File: src/common/tmgc_defines.svh
// timing and encoding constants for the tape motion gap control block
`ifndef TMGC_DEFINES_SVH
`define TMGC_DEFINES_SVH
`define TMGC_CLK_MHZ        100
`define TMGC_SPEED_CHG_MS   300
`define TMGC_SS_RAMP_US     5000
`define TMGC_SS_HALF_US     2500
`define TMGC_ST_START_US    10000
`define TMGC_HOLD_RD_US     4000
`define TMGC_HOLD_WR_US     2800
`define TMGC_BACK_UNIT_US   1000
`define TMGC_RAMP_CYC       (`TMGC_SS_RAMP_US * `TMGC_CLK_MHZ)
`define TMGC_HALF_CYC       (`TMGC_SS_HALF_US * `TMGC_CLK_MHZ)
`define TMGC_GAP_SHORT      2'h0
`define TMGC_GAP_MID        2'h1
`define TMGC_GAP_LONG       2'h2
`endif

File: src/common/tmgc_pkg.sv
// types shared by the tape motion gap control block
`default_nettype none
package tmgc_pkg;
	typedef enum logic [2:0]
	{
		st_stopped = 3'h0,
		st_run     = 3'h1,
		st_hold    = 3'h2,
		st_decel   = 3'h3,
		st_accel   = 3'h4,
		st_repo    = 3'h5,
		st_speed   = 3'h6
	} tmgc_state_type;
	typedef enum logic [2:0]
	{
		ph_stop = 3'h0,
		ph_ramp = 3'h1,
		ph_back = 3'h2,
		ph_brk  = 3'h3,
		ph_none = 3'h4
	} tmgc_phase_type;
endpackage
`default_nettype wire

File: src/verilog/tmgc_top.sv
// tape motion sequencer: speed, holdover, gap length and reposition cycles
`include "tmgc_defines.svh"
`default_nettype none
// Function
// speed change only after command finished
// speed change takes about 300 ms
// power-on speed from velocity switch
// gap select by command, else switches
// three maximum gap lengths per density
// start/stop holdover before deceleration
// reinstruct during decel reaccelerates without stopping
// early write short gap, stopped long; code gives the short gap only when density_high, mid gap otherwise
// low speed start/stop nominally 5 ms
// restart immediately after full stop
// streaming misses window, run reposition
// capstan stops and backs tape
// reposition: stop, ramp, back, stop
// wait stopped, restart streaming 10 ms
// streaming gap grows with reinstruct delay
// first gap after reposition is short
// buffered model keeps streaming
// window measured from busy deassert
// timer from completion chooses motion
module tmgc_top #(
	parameter int unsigned SPEED_CYC = `TMGC_SPEED_CHG_MS * 1000 * `TMGC_CLK_MHZ, // 300 ms
	parameter int unsigned START_CYC = `TMGC_ST_START_US * `TMGC_CLK_MHZ,        // 10 ms
	parameter int unsigned RAMP_CYC  = `TMGC_RAMP_CYC,                           // 5 ms ramp
	parameter int unsigned UNIT_CYC  = `TMGC_BACK_UNIT_US * `TMGC_CLK_MHZ,       // back unit
	parameter int unsigned HRD_CYC   = `TMGC_HOLD_RD_US * `TMGC_CLK_MHZ,         // read window
	parameter int unsigned HWR_CYC   = `TMGC_HOLD_WR_US * `TMGC_CLK_MHZ          // write window
) (
	input  wire logic       clk,          // 100 MHz clock
	input  wire logic       srst,         // synchronous reset, high
	input  wire logic       vel_switch,   // velocity switch: 1 = 100 ips
	input  wire logic [1:0] gap_switch,   // default maximum gap select
	input  wire logic       density_high, // 1 = group_coded_density 6250
	input  wire logic       buffered,     // buffered model, keep streaming
	input  wire logic       cmd_valid,    // new motion command pulse
	input  wire logic       cmd_write,    // command is a write
	input  wire logic       busy,         // busy output of the interface
	input  wire logic       speed_req,    // speed change command pulse
	input  wire logic       speed_val,    // requested speed: 1 = 100 ips
	input  wire logic       gap_req,      // gap select command pulse
	input  wire logic [1:0] gap_val,      // requested maximum gap
	output logic            speed_high,   // current speed 100 ips
	output logic [1:0]      gap_max,      // selected maximum gap
	output logic            motor_fwd,    // capstan forward drive
	output logic            motor_rev,    // capstan reverse drive
	output logic            ramping,      // capstan ramping
	output logic [1:0]      gap_code,     // gap length class produced
	output logic            gap_strobe,   // gap_code valid pulse
	output logic            speed_busy,   // speed change in progress
	output logic [1:0]      gap_scale     // streaming gap growth step
);
	// ----------------------------------------------------------------
	// state
	// ----------------------------------------------------------------
	tmgc_pkg::tmgc_state_type state, next_state;
	tmgc_pkg::tmgc_phase_type phase, next_phase;
	logic [31:0] timer, next_timer;
	logic        busy_d, next_busy_d;
	logic        init, next_init;
	logic        after_repo, next_after_repo;
	logic        last_write, next_last_write;
	logic        next_speed_high;
	logic [1:0]  next_gap_max, next_gap_code, next_gap_scale;
	logic        next_gap_strobe;
	logic [31:0] window;
	logic        done_edge;
	assign done_edge = busy_d && !busy;
	// window for the current motion mode
	always_comb
	begin
		if (speed_high)
			window = UNIT_CYC * (32'h2 + {30'h0, gap_max});
		else
			window = last_write ? HWR_CYC : HRD_CYC;
	end
	// next state of the sequencer
	always_comb
	begin
		next_state = state;
		next_phase = phase;
		next_timer = timer + 32'h1;
		next_busy_d = busy;
		next_init = 1'b0;
		next_after_repo = after_repo;
		next_last_write = last_write;
		next_speed_high = speed_high;
		next_gap_max = gap_max;
		next_gap_code = gap_code;
		next_gap_strobe = 1'b0;
		next_gap_scale = gap_scale;
		if (init)
		begin
			next_speed_high = vel_switch;
			next_gap_max = gap_switch;
		end
		if (gap_req && !busy && gap_val <= `TMGC_GAP_LONG)
			next_gap_max = gap_val;
		case (state)
			tmgc_pkg::st_stopped:
			begin
				if (speed_req && !busy && speed_val != speed_high)
				begin
					next_state = tmgc_pkg::st_speed;
					next_timer = 32'h0;
				end
				else if (cmd_valid)
				begin
					next_state = tmgc_pkg::st_accel;
					next_timer = 32'h0;
					next_last_write = cmd_write;
				end
			end
			tmgc_pkg::st_speed:
			begin
				if (timer >= SPEED_CYC - 1)
				begin
					next_state = tmgc_pkg::st_stopped;
					next_speed_high = ~speed_high;
				end
			end
			tmgc_pkg::st_accel:
			begin
				if (timer >= (speed_high ? START_CYC : RAMP_CYC) - 1)
				begin
					next_state = tmgc_pkg::st_run;
					next_timer = 32'h0;
				end
			end
			tmgc_pkg::st_run:
			begin
				if (done_edge)
				begin
					next_state = tmgc_pkg::st_hold;
					next_timer = 32'h0;
				end
			end
			tmgc_pkg::st_hold:
			begin
				if (cmd_valid)
				begin
					next_state = tmgc_pkg::st_run;
					next_last_write = cmd_write;
					next_gap_strobe = 1'b1;
					if (speed_high)
					begin
						next_gap_code = after_repo ? `TMGC_GAP_SHORT : `TMGC_GAP_MID;
						next_gap_scale = timer[31:1] < {1'b0, window[31:1]} ? 2'h1 : 2'h2;
						next_after_repo = 1'b0;
					end
					else
						next_gap_code = `TMGC_GAP_SHORT;
				end
				else if (timer >= window - 1 && !(buffered && speed_high))
				begin
					next_timer = 32'h0;
					next_state = speed_high ? tmgc_pkg::st_repo : tmgc_pkg::st_decel;
					next_phase = tmgc_pkg::ph_stop;
				end
			end
			tmgc_pkg::st_decel:
			begin
				if (cmd_valid)
				begin
					next_state = tmgc_pkg::st_accel;
					next_timer = RAMP_CYC - timer; // shorter restart
					next_last_write = cmd_write;
					next_gap_strobe = 1'b1;
					next_gap_code = (density_high && cmd_write && timer < RAMP_CYC / 2) ?
						`TMGC_GAP_SHORT : `TMGC_GAP_MID;
				end
				else if (timer >= RAMP_CYC - 1)
				begin
					next_state = tmgc_pkg::st_stopped;
					next_gap_code = `TMGC_GAP_LONG;
				end
			end
			tmgc_pkg::st_repo:
			begin
				// stop, ramp backward, run back by gap, brake R12 R13
				if (timer >= (phase == tmgc_pkg::ph_back ?
					UNIT_CYC * (32'h1 + {30'h0, gap_max}) : RAMP_CYC) - 1)
				begin
					next_timer = 32'h0;
					case (phase)
						tmgc_pkg::ph_stop: next_phase = tmgc_pkg::ph_ramp;
						tmgc_pkg::ph_ramp: next_phase = tmgc_pkg::ph_back;
						tmgc_pkg::ph_back: next_phase = tmgc_pkg::ph_brk;
						default:
						begin
							next_phase = tmgc_pkg::ph_none;
							next_state = tmgc_pkg::st_stopped;
							next_after_repo = 1'b1;
						end
					endcase
				end
			end
			default: next_state = tmgc_pkg::st_stopped;
		endcase
		if (srst)
		begin
			next_state = tmgc_pkg::st_stopped;
			next_phase = tmgc_pkg::ph_none;
			next_timer = 32'h0;
			next_init = 1'b1;
			next_after_repo = 1'b1;
			next_last_write = 1'b0;
			next_gap_code = `TMGC_GAP_SHORT;
			next_gap_scale = 2'h0;
			next_busy_d = 1'b0;
		end
	end
	// register all state
	always_ff @(posedge clk)
	begin
		state <= next_state;
		phase <= next_phase;
		timer <= next_timer;
		busy_d <= next_busy_d;
		init <= next_init;
		after_repo <= next_after_repo;
		last_write <= next_last_write;
		speed_high <= next_speed_high;
		gap_max <= next_gap_max;
		gap_code <= next_gap_code;
		gap_strobe <= next_gap_strobe;
		gap_scale <= next_gap_scale;
	end
	// capstan drive decode
	assign motor_fwd = (state == tmgc_pkg::st_run) || (state == tmgc_pkg::st_hold)
		|| (state == tmgc_pkg::st_accel) || (state == tmgc_pkg::st_decel);
	assign motor_rev = (state == tmgc_pkg::st_repo) && (phase != tmgc_pkg::ph_stop);
	assign ramping = (state == tmgc_pkg::st_accel) || (state == tmgc_pkg::st_decel);
	assign speed_busy = (state == tmgc_pkg::st_speed);
	// ----------------------------------------------------------------
	// assertions
	// ----------------------------------------------------------------
	a_speed_idle: assert property (@(posedge clk) disable iff (srst)
		(speed_req && (busy || (state != tmgc_pkg::st_stopped
		&& state != tmgc_pkg::st_speed))) |=> state != tmgc_pkg::st_speed)
		else $error("speed change taken while busy");
	a_decel_reaccel: assert property (@(posedge clk) disable iff (srst)
		(state == tmgc_pkg::st_decel && cmd_valid) |=> state == tmgc_pkg::st_accel)
		else $error("no reacceleration on reinstruct");
	a_repo_order: assert property (@(posedge clk) disable iff (srst)
		(phase == tmgc_pkg::ph_ramp && $past(phase) != tmgc_pkg::ph_ramp)
		|-> $past(phase) == tmgc_pkg::ph_stop)
		else $error("reposition phase order broken");
	a_repo_short: assert property (@(posedge clk) disable iff (srst)
		(state == tmgc_pkg::st_hold && cmd_valid && speed_high && after_repo)
		|=> gap_strobe && gap_code == `TMGC_GAP_SHORT)
		else $error("first gap after reposition not short");
	a_stop_restart: assert property (@(posedge clk) disable iff (srst || init)
		(state == tmgc_pkg::st_stopped && cmd_valid && !speed_req) |=> state == tmgc_pkg::st_accel)
		else $error("restart delayed after stop");
	a_hold_start: assert property (@(posedge clk) disable iff (srst)
		(state == tmgc_pkg::st_run && busy_d && !busy) |=> state == tmgc_pkg::st_hold && timer == 0)
		else $error("window not started at busy release");
	a_rev_repo: assert property (@(posedge clk) disable iff (srst)
		motor_rev |-> state == tmgc_pkg::st_repo && !motor_fwd)
		else $error("reverse drive outside reposition");
	a_gap_range: assert property (@(posedge clk) disable iff (srst)
		gap_max != 2'h3)
		else $error("illegal maximum gap");
endmodule
`default_nettype wire

File: config.mk
export PLATFORM = sky130hd
export DESIGN_NAME = tmgc_top
export DESIGN_NICKNAME = d
export VERILOG_FILES = /design/src/common/tmgc_pkg.sv /design/src/verilog/tmgc_top.sv
export VERILOG_INCLUDE_DIRS = /design/src /design/src/common
export SDC_FILE = /design/constraint.sdc
export NUM_CORES = 1
export LEC_CHECK = 0
export ABC_AREA = 1
export BUFFER_PORTS_ARGS = -buffer_cell sky130_fd_sc_hd__buf_2
export CORE_ASPECT_RATIO = 1.75
export CORE_MARGIN = 10
export CORE_UTILIZATION = 53
export DETAILED_ROUTE_END_ITERATION = 16
export PLACE_DENSITY_LB_ADDON = 0.12
export SETUP_SLACK_MARGIN = 0.02
export SLEW_MARGIN = 5
export SYNTH_ARGS = -nofsm -noshare
export SYNTH_HDL_FRONTEND = slang
export SYNTH_SLANG_ARGS = --single-unit
export TNS_END_PERCENT = 100
File: constraint.sdc
create_clock -name clk -period 5.71 [get_ports clk]
set_input_delay 1.713 -clock clk [delete_from_list [all_inputs] [get_ports clk]]
set_output_delay 1.713 -clock clk [all_outputs]
set_load 0.1 [all_outputs]
Word level (Yosys, flattened, before mapping)
Index checks and enable logic that the tools add are counted.
W data, S select, Z words.
Cells by class
  $add $sub $neg: 7
  multiply operators: 2
  $lt $le $gt $ge: 8
  equality and inequality tests: 22
  mux-type cells: 54
  bitwise gates (word level): 1
  reductions and logical operators: 31
Operators with widths (count)
  $mux W32: 8
  $pmux W32 S6: 1
  $ge A32 B32 Y1: 3
  $mux W20: 3
  $mux W3: 15
  $sub A20 B1 Y21 const B: 2
  $add A32 B1 Y32 const B: 1
  $ge A32 B19 Y1 const B: 1
  $ge A32 B25 Y1 const B: 1
  $lt A32 B18 Y1 const B: 1
  $sub A19 B32 Y32 const A: 1
  $sub A32 B1 Y32 const B: 1
  $lt A31 B31 Y1: 1
  $mul A12 B3 Y15 const A: 2
  $pmux W3 S7: 1
  $mux W18: 1
  $ne A2 B2 Y1 const B: 9
  $mux W1: 14
  $mux W2: 6
  $logic_and A1 B1 Y1: 10
  $eq A3 B2 Y1 const B: 3
  $eq A3 B3 Y1 const B: 3
  $ne A3 B3 Y1 const B: 3
  $pmux W3 S3: 1
  22 further kinds: 33
Word-level totals
  register bits after elaboration: 50
  input port bits: 15
  output and inout port bits: 12

Depth between registers and ports, before layout
Gate-level depths: netlist of run 1.
  word-level depth: 9
  gate-level depth with buffers: 32
  depth with buffers taken out: 31

Least setup slack after synthesis of run 1
OpenSTA, ideal clock, no wires.
  path kind: flip-flop to flip-flop
  start: register gap_max[0]
  end: register timer[14]
  setup time: 0.132 ns
  arrival time: 4.549 ns
  path slack: 1.029 ns
  stages on the path, launching flop included: 24
  path buffers: 2
  period minus slack after synthesis: 4.681 ns
  path through: edfxtp_1 > buf_2 > inv_1 > ha_1 > nor2_1 > nor2_1 > ha_1 > inv_1 > a21oi_1 > o21ai_2 > nand3_1 > nor2_1 > nand2_1 > ha_1 > nand2_1 > nor2_1 > nand4_1 > nor2_1 > nand2_1 > a21oi_2 > nand4_4 > buf_6 > nand2_1 > a21oi_1
On the way
  cells in the longest elaborated chain, start to end: 9
Ends and longest elaborated chain
  from (decl): RTL line tmgc_top.sv:46  | output logic [1:0] gap_max,
  from (signal assigned): RTL line tmgc_top.sv:226  | gap_max <= next_gap_max;
  $add A2 B2 Y3: RTL line tmgc_top.sv:75  | window = UNIT_CYC * (32'h2 + {30'h0, gap_max});
  $mul A12 B3 Y15: RTL line tmgc_top.sv:75
  $mux W20: RTL line tmgc_top.sv:74  | if (speed_high)
  $sub A32 B1 Y32: RTL line tmgc_top.sv:156  | else if (timer >= window - 1 && !(buffered && speed_high))
  $ge A32 B32 Y1: RTL line tmgc_top.sv:156
  $logic_and A1 B1 Y1: RTL line tmgc_top.sv:156
  $mux W32: RTL line tmgc_top.sv:156
  $mux W32: RTL line tmgc_top.sv:142  | if (cmd_valid)
  $pmux W32 S6 (*): RTL line tmgc_top.sv:101  | case (state)
  to (signal assigned): RTL line tmgc_top.sv:220  | timer <= next_timer;
  to (decl): RTL line tmgc_top.sv:60  | logic [31:0] timer, next_timer;
Mark *: on every way between the ends. The rest lies on a longest branch, timed or not.
A chain may end at the register's enable or synchronous reset.

Worst setup path after layout of run 1
  start: register gap_max[0]
  end: register timer[22]
Same word-level chain as after synthesis.

==> results.py, run 1 <==
metrics = {
    "outcome": {
        "status": "finished, final reports clean",
    },
    "timing": {
        "grt_setup_unrepaired": "false",
        "final_max_slew_viol_count": 0,
        "timing.final.ws_setup_ns": 0.835,
        "final_cycle_share_pct": 85.4,
        "setup_total_neg_slack_ns": 0,
        "hold_viol": 0,
        "period_needed_ns": 4.88,
        "finClkSkew_ns": 0.0125,
        "holdWs_ns": 0.457,
        "report.final.setup_viol": 0,
        "maxClockFrequency_ghz": 0.205,
        "relSlewSlack_pct": 48.6,
        "worst_slew_pin_slew_ns": 0.766,
    },
    "route": {
        "detail-route-antenna-nets": 0,
        "drt_first_iter_violations": 532,
        "wirelength_mm": 24.9,
        "drcViolationCount": 0,
        "drt_pre_antenna_iters": 5,
        "vias_per_cell": 5.61,
        "wl_per_cell_um": 18.3,
        "dr_total_vias": 7655,
    },
    "setup_path": {
        "worst-endpoint-required_ns": 5.87,
        "timing.reg2reg.worst_path_depth": 21,
        "crit_path_max_incr_delay_ns": 0.60,
        "destination_of_the_worst_register_to_register_timing_path": "timer[22]$_SDFF_PP0_",
        "critical_path_buf_inv_count": 2,
        "critical-path-top-cell-by-count": "sky130_fd_sc_hd__nor2_1",
        "timing.critical_path.slowest_stage_cell": "sky130_fd_sc_hd__edfxtp_1",
        "cp_top_family": "simple AND/OR/NAND/NOR gates",
        "worst-endpoint-arrival_ns": 5.03,
        "critical_path_fanout_max": 17,
        "reg2reg_setup_slack_ns": 0.83,
        "worstSetupPathType": "flop to flop",
        "worst_setup_path_start_kind": "flop",
        "crit_path_end_kind": "flop",
        "timing.rr.start": "gap_max[0]$_DFFE_PP_",
        "cp_cell_sequence": "inv_1 > ha_1 > nor2_1 > nor2_1 > ha_1 > inv_1 > a21oi_1 > o21ai_2 > nand3_1 > nor2_1 > nand2_1 > ha_1 > nand2_1 > nor2_1 > nand4_1 > nor2_1 > nand2_1 > a21oi_2 > nand4_4 > nand2_1 > a21oi_1",
    },
    "pwr": {
        "max-vdd-ir-drop_mv": 0.326,
        "report.power.total_mw": 1.45,
        "leakagePower_nw": 3.84,
        "cellPowerDensity_nw_per_um2": 196,
    },
    "placement": {
        "post_place_cells": 1356,
        "detailedPlacementHpwl_mm": 20.1,
        "gp_congestion": 1.02,
        "port_buffers": 26,
        "place_ws_ns": 0.895,
        "detailed_place.area_um2": 7220,
    },
    "floorplan": {
        "row_count": 55,
        "dieArea_um2": 18200,
        "dieHeight_um": 171,
        "start_util_pct": 53.9,
        "floorplan.die.width_um": 106,
        "io-pin-count": 27,
        "core_area_um2": 12900,
    },
    "global_routing": {
        "gr-usage-all-layers_pct": 27.6,
        "grt_remaining_overflow": 0,
        "wire_length_of_the_first_global_routing_pass_mm": 39.2,
        "antenna_found_initial": 0,
        "maximum_number_of_pins_on_one_net_before_global_route_repair": 34,
        "via_count_of_the_first_global_routing_pass": 7626,
    },
    "cells_and_area": {
        "antenna_cells": 0,
        "final_core_util_pct": 57.3,
        "design.final.nets": 1298,
        "drive_gt1_share_pct": 7.04,
        "area_growth_syn_to_layout_pct": 6.37,
        "postLayoutCellArea_um2": 7370,
        "layout.cells.non_filler": 1364,
    },
    "hold_path": {
        "min-delay-path-class": "flop to flop",
        "holdPathStages": 2,
        "min_to": "after_repo$_SDFFE_PP1P_",
        "holdCritStartpoint": "after_repo$_SDFFE_PP1P_",
    },
    "clocking": {
        "cts_resized": 0,
        "cts_buffer_depth": 2,
        "cts_hold_buf": 0,
        "clock-sinks": 50,
        "postCtsSetupRepairBufs": 0,
        "clk_root_buffer_cell": "sky130_fd_sc_hd__clkbuf_16",
        "cts_made_buffers": 5,
        "clock_latency_of_the_later_clocked_register_in_the_worst_skew_pair_ns": 0.31,
        "tritoncts": "yes",
        "clkSlewWorstSetupHoldPaths_ns": 0.08,
        "cts.htree.levels": 2,
    },
    "synthesis": {
        "synth_enable_flop_cells": 2,
        "mappedNetlistArea_um2": 6930,
        "synth_top_cell_area_share_pct": 17.5,
        "ys_warn_count": 0,
        "most_repeated_cell_in_the_gate_level_netlist_after_synthesis": "sky130_fd_sc_hd__nand2_1",
        "post_synth_main_area_contributors": "sky130_fd_sc_hd__nand2_1 (17%), sky130_fd_sc_hd__ha_1 (16%), sky130_fd_sc_hd__dfxtp_1 (14%), sky130_fd_sc_hd__inv_1 (8.3%), sky130_fd_sc_hd__nor2_1 (7.9%)",
        "synth_seq_area_share_pct": 14.7,
        "synthArstFlopShare_pct": 0,
        "synth_top_area_cell": "sky130_fd_sc_hd__nand2_1",
        "post_synth.cell_area_avg_um2": 5.94,
        "synth_cell_types": 52,
        "most_frequently_used_flop_master_after_synthesis": "sky130_fd_sc_hd__dfxtp_1",
        "ys_ff_latch": 50,
        "yosys-top-cells-count": "sky130_fd_sc_hd__nand2_1 (323), sky130_fd_sc_hd__inv_1 (154), sky130_fd_sc_hd__nor2_1 (146)",
        "postSynthCellCount": 1167,
    },
    "flow_run": {
        "drv_cap": 0,
    },
}
where the power goes:
part | internal [mW] | leakage (nW) | switching, mW
logic | 0.183 | 3.36 | 0.517
registers | 0.379 | 0.409 | 0.0369
clock network | 0.168 | 0.0752 | 0.163
worst max path at each step:
stage	startpoint	end	slack [ns]	cells after the start
after global routing	gap_max[0]$_DFFE_PP_	timer[20]$_SDFF_PP0_	0.44	21
after CTS	gap_max[0]$_DFFE_PP_	timer[22]$_SDFF_PP0_	0.87	21
after detailed placement	gap_max[0]$_DFFE_PP_	timer[22]$_SDFF_PP0_	0.90	21
after floorplan	gap_max[0]$_DFFE_PP_	timer[14]$_SDFF_PP0_	1.03	23
after global placement	gap_max[0]$_DFFE_PP_	timer[20]$_SDFF_PP0_	1.05	21
final	gap_max[0]$_DFFE_PP_	timer[22]$_SDFF_PP0_	0.83	21
tightest hold or removal path, delay by kind of cell (launching register included):
kind          cells  cell delay [ns]
flops             1             0.32
simple gates      2             0.10
kinds of logic (layout without fill, tap and decap cells):
logic type               Yosys count  count (layout)  share of synthesized area [%]
AND/OR/NAND/NOR                  637             637                           40.0
buffers and inverters            187             202                           10.7
AO/OA/AOI/OAI                    158             158                           12.7
adder cells (fa/ha/maj)           91              91                           16.4
flip-flops                        50              50                           14.7
XOR/XNOR                          43              43                           5.43
other                              1              12                         0.0541
placed cells by master, fill, tap and decap left out, types with 6 or more instances in the layout:
master,instances
sky130_fd_sc_hd__inv_2,9
sky130_fd_sc_hd__buf_2,26
sky130_fd_sc_hd__nand2_1,323
sky130_fd_sc_hd__conb_1,12
sky130_fd_sc_hd__nor2_1,146
sky130_fd_sc_hd__ha_1,91
sky130_fd_sc_hd__nor2_2,11
sky130_fd_sc_hd__nor4_1,6
sky130_fd_sc_hd__nor3_1,24
sky130_fd_sc_hd__a21oi_1,87
sky130_fd_sc_hd__a31oi_1,7
sky130_fd_sc_hd__o21ai_0,33
sky130_fd_sc_hd__nand4_1,23
sky130_fd_sc_hd__xor2_1,38
sky130_fd_sc_hd__nand3_1,77
sky130_fd_sc_hd__dfxtp_1,48
sky130_fd_sc_hd__inv_1,154
cell type report:
| class | instances | area (um^2) |
|---|---|---|
| fillers | 1409 | 5490 |
| multi-input cells | 941 | 5210 |
| flip-flops and latches | 50 | 1020 |
| inverters | 165 | 622 |
| well taps | 171 | 214 |
| repair buffers | 29 | 153 |
| clock buffers | 5 | 125 |
| clock inverters | 3 | 26.3 |
flip-flops by register name, summed over array words and instances, names as in the netlist:
name and count:
after_repo 1, gap_strobe 1, gap_code 2, busy_d 1
timer 32, state 3, speed_high 1, gap_scale 2
init 1, last_write 1, gap_max 2, phase 3
metal layers:
layer | up-vias | track usage, % | wire length, um
met4 | 0 | 27.1 | 2680
met3 | 129 | 3.52 | 1290
met2 | 304 | 48.5 | 12200
met1 | 3377 | 26.8 | 8810
li1 | 3845 | - | -
met5 | - | 0 | 0
Power figures use the tool's default switching activity.
==> inputs of run 2 (changes only) <==
Settings changed: BUFFER_PORTS_ARGS -buffer_cell sky130_fd_sc_hd__buf_2 to not set, CAP_MARGIN set to 25, DONT_BUFFER_PORTS set to 1, PLACE_DENSITY set to 0.77, PLACE_DENSITY_LB_ADDON 0.12 to not set.
==> run 2 against run 1 <==
Fmax increased by 4.5%. Final area decreased by 0.97%. First-iteration DRC count decreased by 17%. Critical path type unchanged. Largest cell class unchanged. Highest routed layer unchanged.
==> results.py, run 2 (synthesis results as in run 1) <==
metrics = {
    "clocking": {
        "tritoncts": "yes",
        "cts_hold_buf": 0,
        "clock_latency_of_the_later_clocked_register_in_the_worst_skew_pair_ns": 0.32,
        "cts_made_buffers": 5,
        "clock-sinks": 50,
        "clk_root_buffer_cell": "sky130_fd_sc_hd__clkbuf_16",
        "postCtsSetupRepairBufs": 0,
        "cts_resized": 0,
        "cts.htree.levels": 2,
        "cts_buffer_depth": 2,
        "clkSlewWorstSetupHoldPaths_ns": 0.09,
    },
    "setup_path": {
        "worst_setup_path_start_kind": "flop",
        "reg2reg_setup_slack_ns": 1.04,
        "critical_path_fanout_max": 17,
        "worstSetupPathType": "flop to flop",
        "timing.rr.start": "gap_max[0]$_DFFE_PP_",
        "worst-endpoint-required_ns": 5.91,
        "crit_path_end_kind": "flop",
        "timing.reg2reg.worst_path_depth": 21,
        "destination_of_the_worst_register_to_register_timing_path": "timer[19]$_SDFF_PP0_",
        "worst-endpoint-arrival_ns": 4.87,
    },
    "hold_path": {
        "holdCritStartpoint": "phase[2]$_SDFFE_PP1P_",
        "min_to": "phase[2]$_SDFFE_PP1P_",
        "min-delay-path-class": "flop to flop",
        "holdPathStages": 2,
    },
    "floorplan": {
        "io-pin-count": 27,
        "dieArea_um2": 18200,
        "core_area_um2": 12900,
        "dieHeight_um": 171,
        "start_util_pct": 53.9,
        "floorplan.die.width_um": 106,
        "row_count": 55,
    },
    "pwr": {
        "leakagePower_nw": 3.75,
        "max-vdd-ir-drop_mv": 0.283,
        "cellPowerDensity_nw_per_um2": 197,
    },
    "route": {
        "drt_first_iter_violations": 440,
        "drt_pre_antenna_iters": 5,
        "wirelength_mm": 24.5,
        "vias_per_cell": 5.74,
        "detail-route-antenna-nets": 0,
        "drcViolationCount": 0,
        "wl_per_cell_um": 18.3,
        "dr_total_vias": 7702,
    },
    "timing": {
        "final_max_slew_viol_count": 0,
        "maxClockFrequency_ghz": 0.214,
        "relSlewSlack_pct": 27.1,
        "worst_slew_pin_slew_ns": 1.09,
        "setup_total_neg_slack_ns": 0,
        "final_cycle_share_pct": 81.7,
        "finClkSkew_ns": 0.0180,
        "report.final.setup_viol": 0,
        "grt_setup_unrepaired": "false",
        "hold_viol": 0,
        "period_needed_ns": 4.67,
    },
    "global_routing": {
        "via_count_of_the_first_global_routing_pass": 7666,
        "gr-usage-all-layers_pct": 27.3,
        "wire_length_of_the_first_global_routing_pass_mm": 39.1,
        "antenna_found_initial": 0,
        "grt_remaining_overflow": 0,
        "maximum_number_of_pins_on_one_net_before_global_route_repair": 34,
    },
    "placement": {
        "detailedPlacementHpwl_mm": 20.0,
        "gp_congestion": 1.01,
        "port_buffers": 0,
        "detailed_place.area_um2": 7150,
    },
    "cells_and_area": {
        "multi_input_gate_area_um2": 5220,
        "area_growth_syn_to_layout_pct": 5.34,
        "design.final.nets": 1276,
        "drive_gt1_share_pct": 5.55,
        "final_core_util_pct": 56.8,
        "reg.largest.list": "timer: 32 flops, phase: 3 flops, state: 3 flops",
        "regMostFlops": "timer",
        "most-common-layout-cells": "sky130_fd_sc_hd__nand2_1 (323), sky130_fd_sc_hd__inv_1 (154), sky130_fd_sc_hd__nor2_1 (144), sky130_fd_sc_hd__ha_1 (91), sky130_fd_sc_hd__a21oi_1 (87)",
        "largest_register_ff_count": 32,
        "postLayoutCellArea_um2": 7300,
        "antenna_cells": 0,
        "nFillCells": 1403,
        "layout.cells.most_common": "sky130_fd_sc_hd__nand2_1",
        "regArea_um2": 1020,
    },
    "flow_run": {
        "drv_cap": 0,
    },
    "outcome": {
        "status": "finished, final reports clean",
    },
}
## run 2: worst max-delay path by stage
stage,from,endpoint,slack (ns),cells after the start
3_3_place_gp,gap_max[0]$_DFFE_PP_,timer[6]$_SDFF_PP0_,1.30,21
4_1_cts,gap_max[0]$_DFFE_PP_,timer[16]$_SDFF_PP0_,1.10,21
3_5_place_dp,gap_max[0]$_DFFE_PP_,timer[8]$_SDFF_PP0_,1.12,21
5_1_grt,gap_max[0]$_DFFE_PP_,state[0]$_SDFFE_PP0P_,0.66,23
2_1_floorplan,gap_max[0]$_DFFE_PP_,timer[14]$_SDFF_PP0_,1.03,23
6_report,gap_max[0]$_DFFE_PP_,timer[19]$_SDFF_PP0_,1.04,21
## run 2: final cells by class
type                            count  area share, %
Clock buffer                        5           1.71
Inverter                          165           8.51
Multi-Input combinational cell    941           71.5
Sequential cell                    50           14.0
Tap cell                          171           2.93
Clock inverter                      3          0.394
Timing Repair Buffer                7          0.942
## run 2: worst max-delay path: stages, from the launching register on
cell	delay, ns
sky130_fd_sc_hd__edfxtp_1	0.39
sky130_fd_sc_hd__inv_1	0.25
sky130_fd_sc_hd__ha_1	0.35
sky130_fd_sc_hd__nor2_1	0.20
sky130_fd_sc_hd__nor2_1	0.08
sky130_fd_sc_hd__ha_1	0.29
sky130_fd_sc_hd__inv_1	0.08
sky130_fd_sc_hd__a21oi_1	0.08
sky130_fd_sc_hd__o21ai_2	0.12
sky130_fd_sc_hd__nand3_1	0.15
sky130_fd_sc_hd__nor2_1	0.22
sky130_fd_sc_hd__nand2_1	0.36
sky130_fd_sc_hd__ha_1	0.44
sky130_fd_sc_hd__nand2_1	0.07
sky130_fd_sc_hd__nor2_1	0.15
sky130_fd_sc_hd__nand4_1	0.15
sky130_fd_sc_hd__nor2_1	0.23
sky130_fd_sc_hd__nand2_1	0.14
sky130_fd_sc_hd__a21oi_2	0.22
sky130_fd_sc_hd__nand4_4	0.32
sky130_fd_sc_hd__nand2_1	0.16
sky130_fd_sc_hd__a21oi_1	0.07
## run 2: routing by layer
metal	vias up	share of wire, %	global-route usage [%]	wire length, um
li1	3796	-	-	-
met4	0	11	27.4	2730
met3	144	5.3	4.08	1290
met2	291	49	48.5	12000
met5	-	0	0	0
met1	3471	35	25.7	8480
## run 2: stage by stage
| stage | worst slack, ns | hold WS (ns) | instances | power, mW |
|---|---|---|---|---|
| 2_1_floorplan | 1.03 | 0.427 | 1178 | 0.955 |
| 3_3_place_gp | 1.30 | 0.453 | 1332 | 1.09 |
| 3_5_place_dp | 1.12 | 0.462 | 1334 | 1.10 |
| 4_1_cts | 1.10 | 0.474 | 1342 | 1.43 |
| 5_1_grt | 0.655 | 0.511 | 1342 | 1.52 |
| 6_report | 1.04 | 0.474 | 1342 | 1.44 |
## run 2: power breakdown
group          internal [mW]  leakage [nW]  switching, mW
Combinational          0.178          3.27          0.485
Clock                  0.169        0.0763          0.166
Sequential             0.379         0.409         0.0605
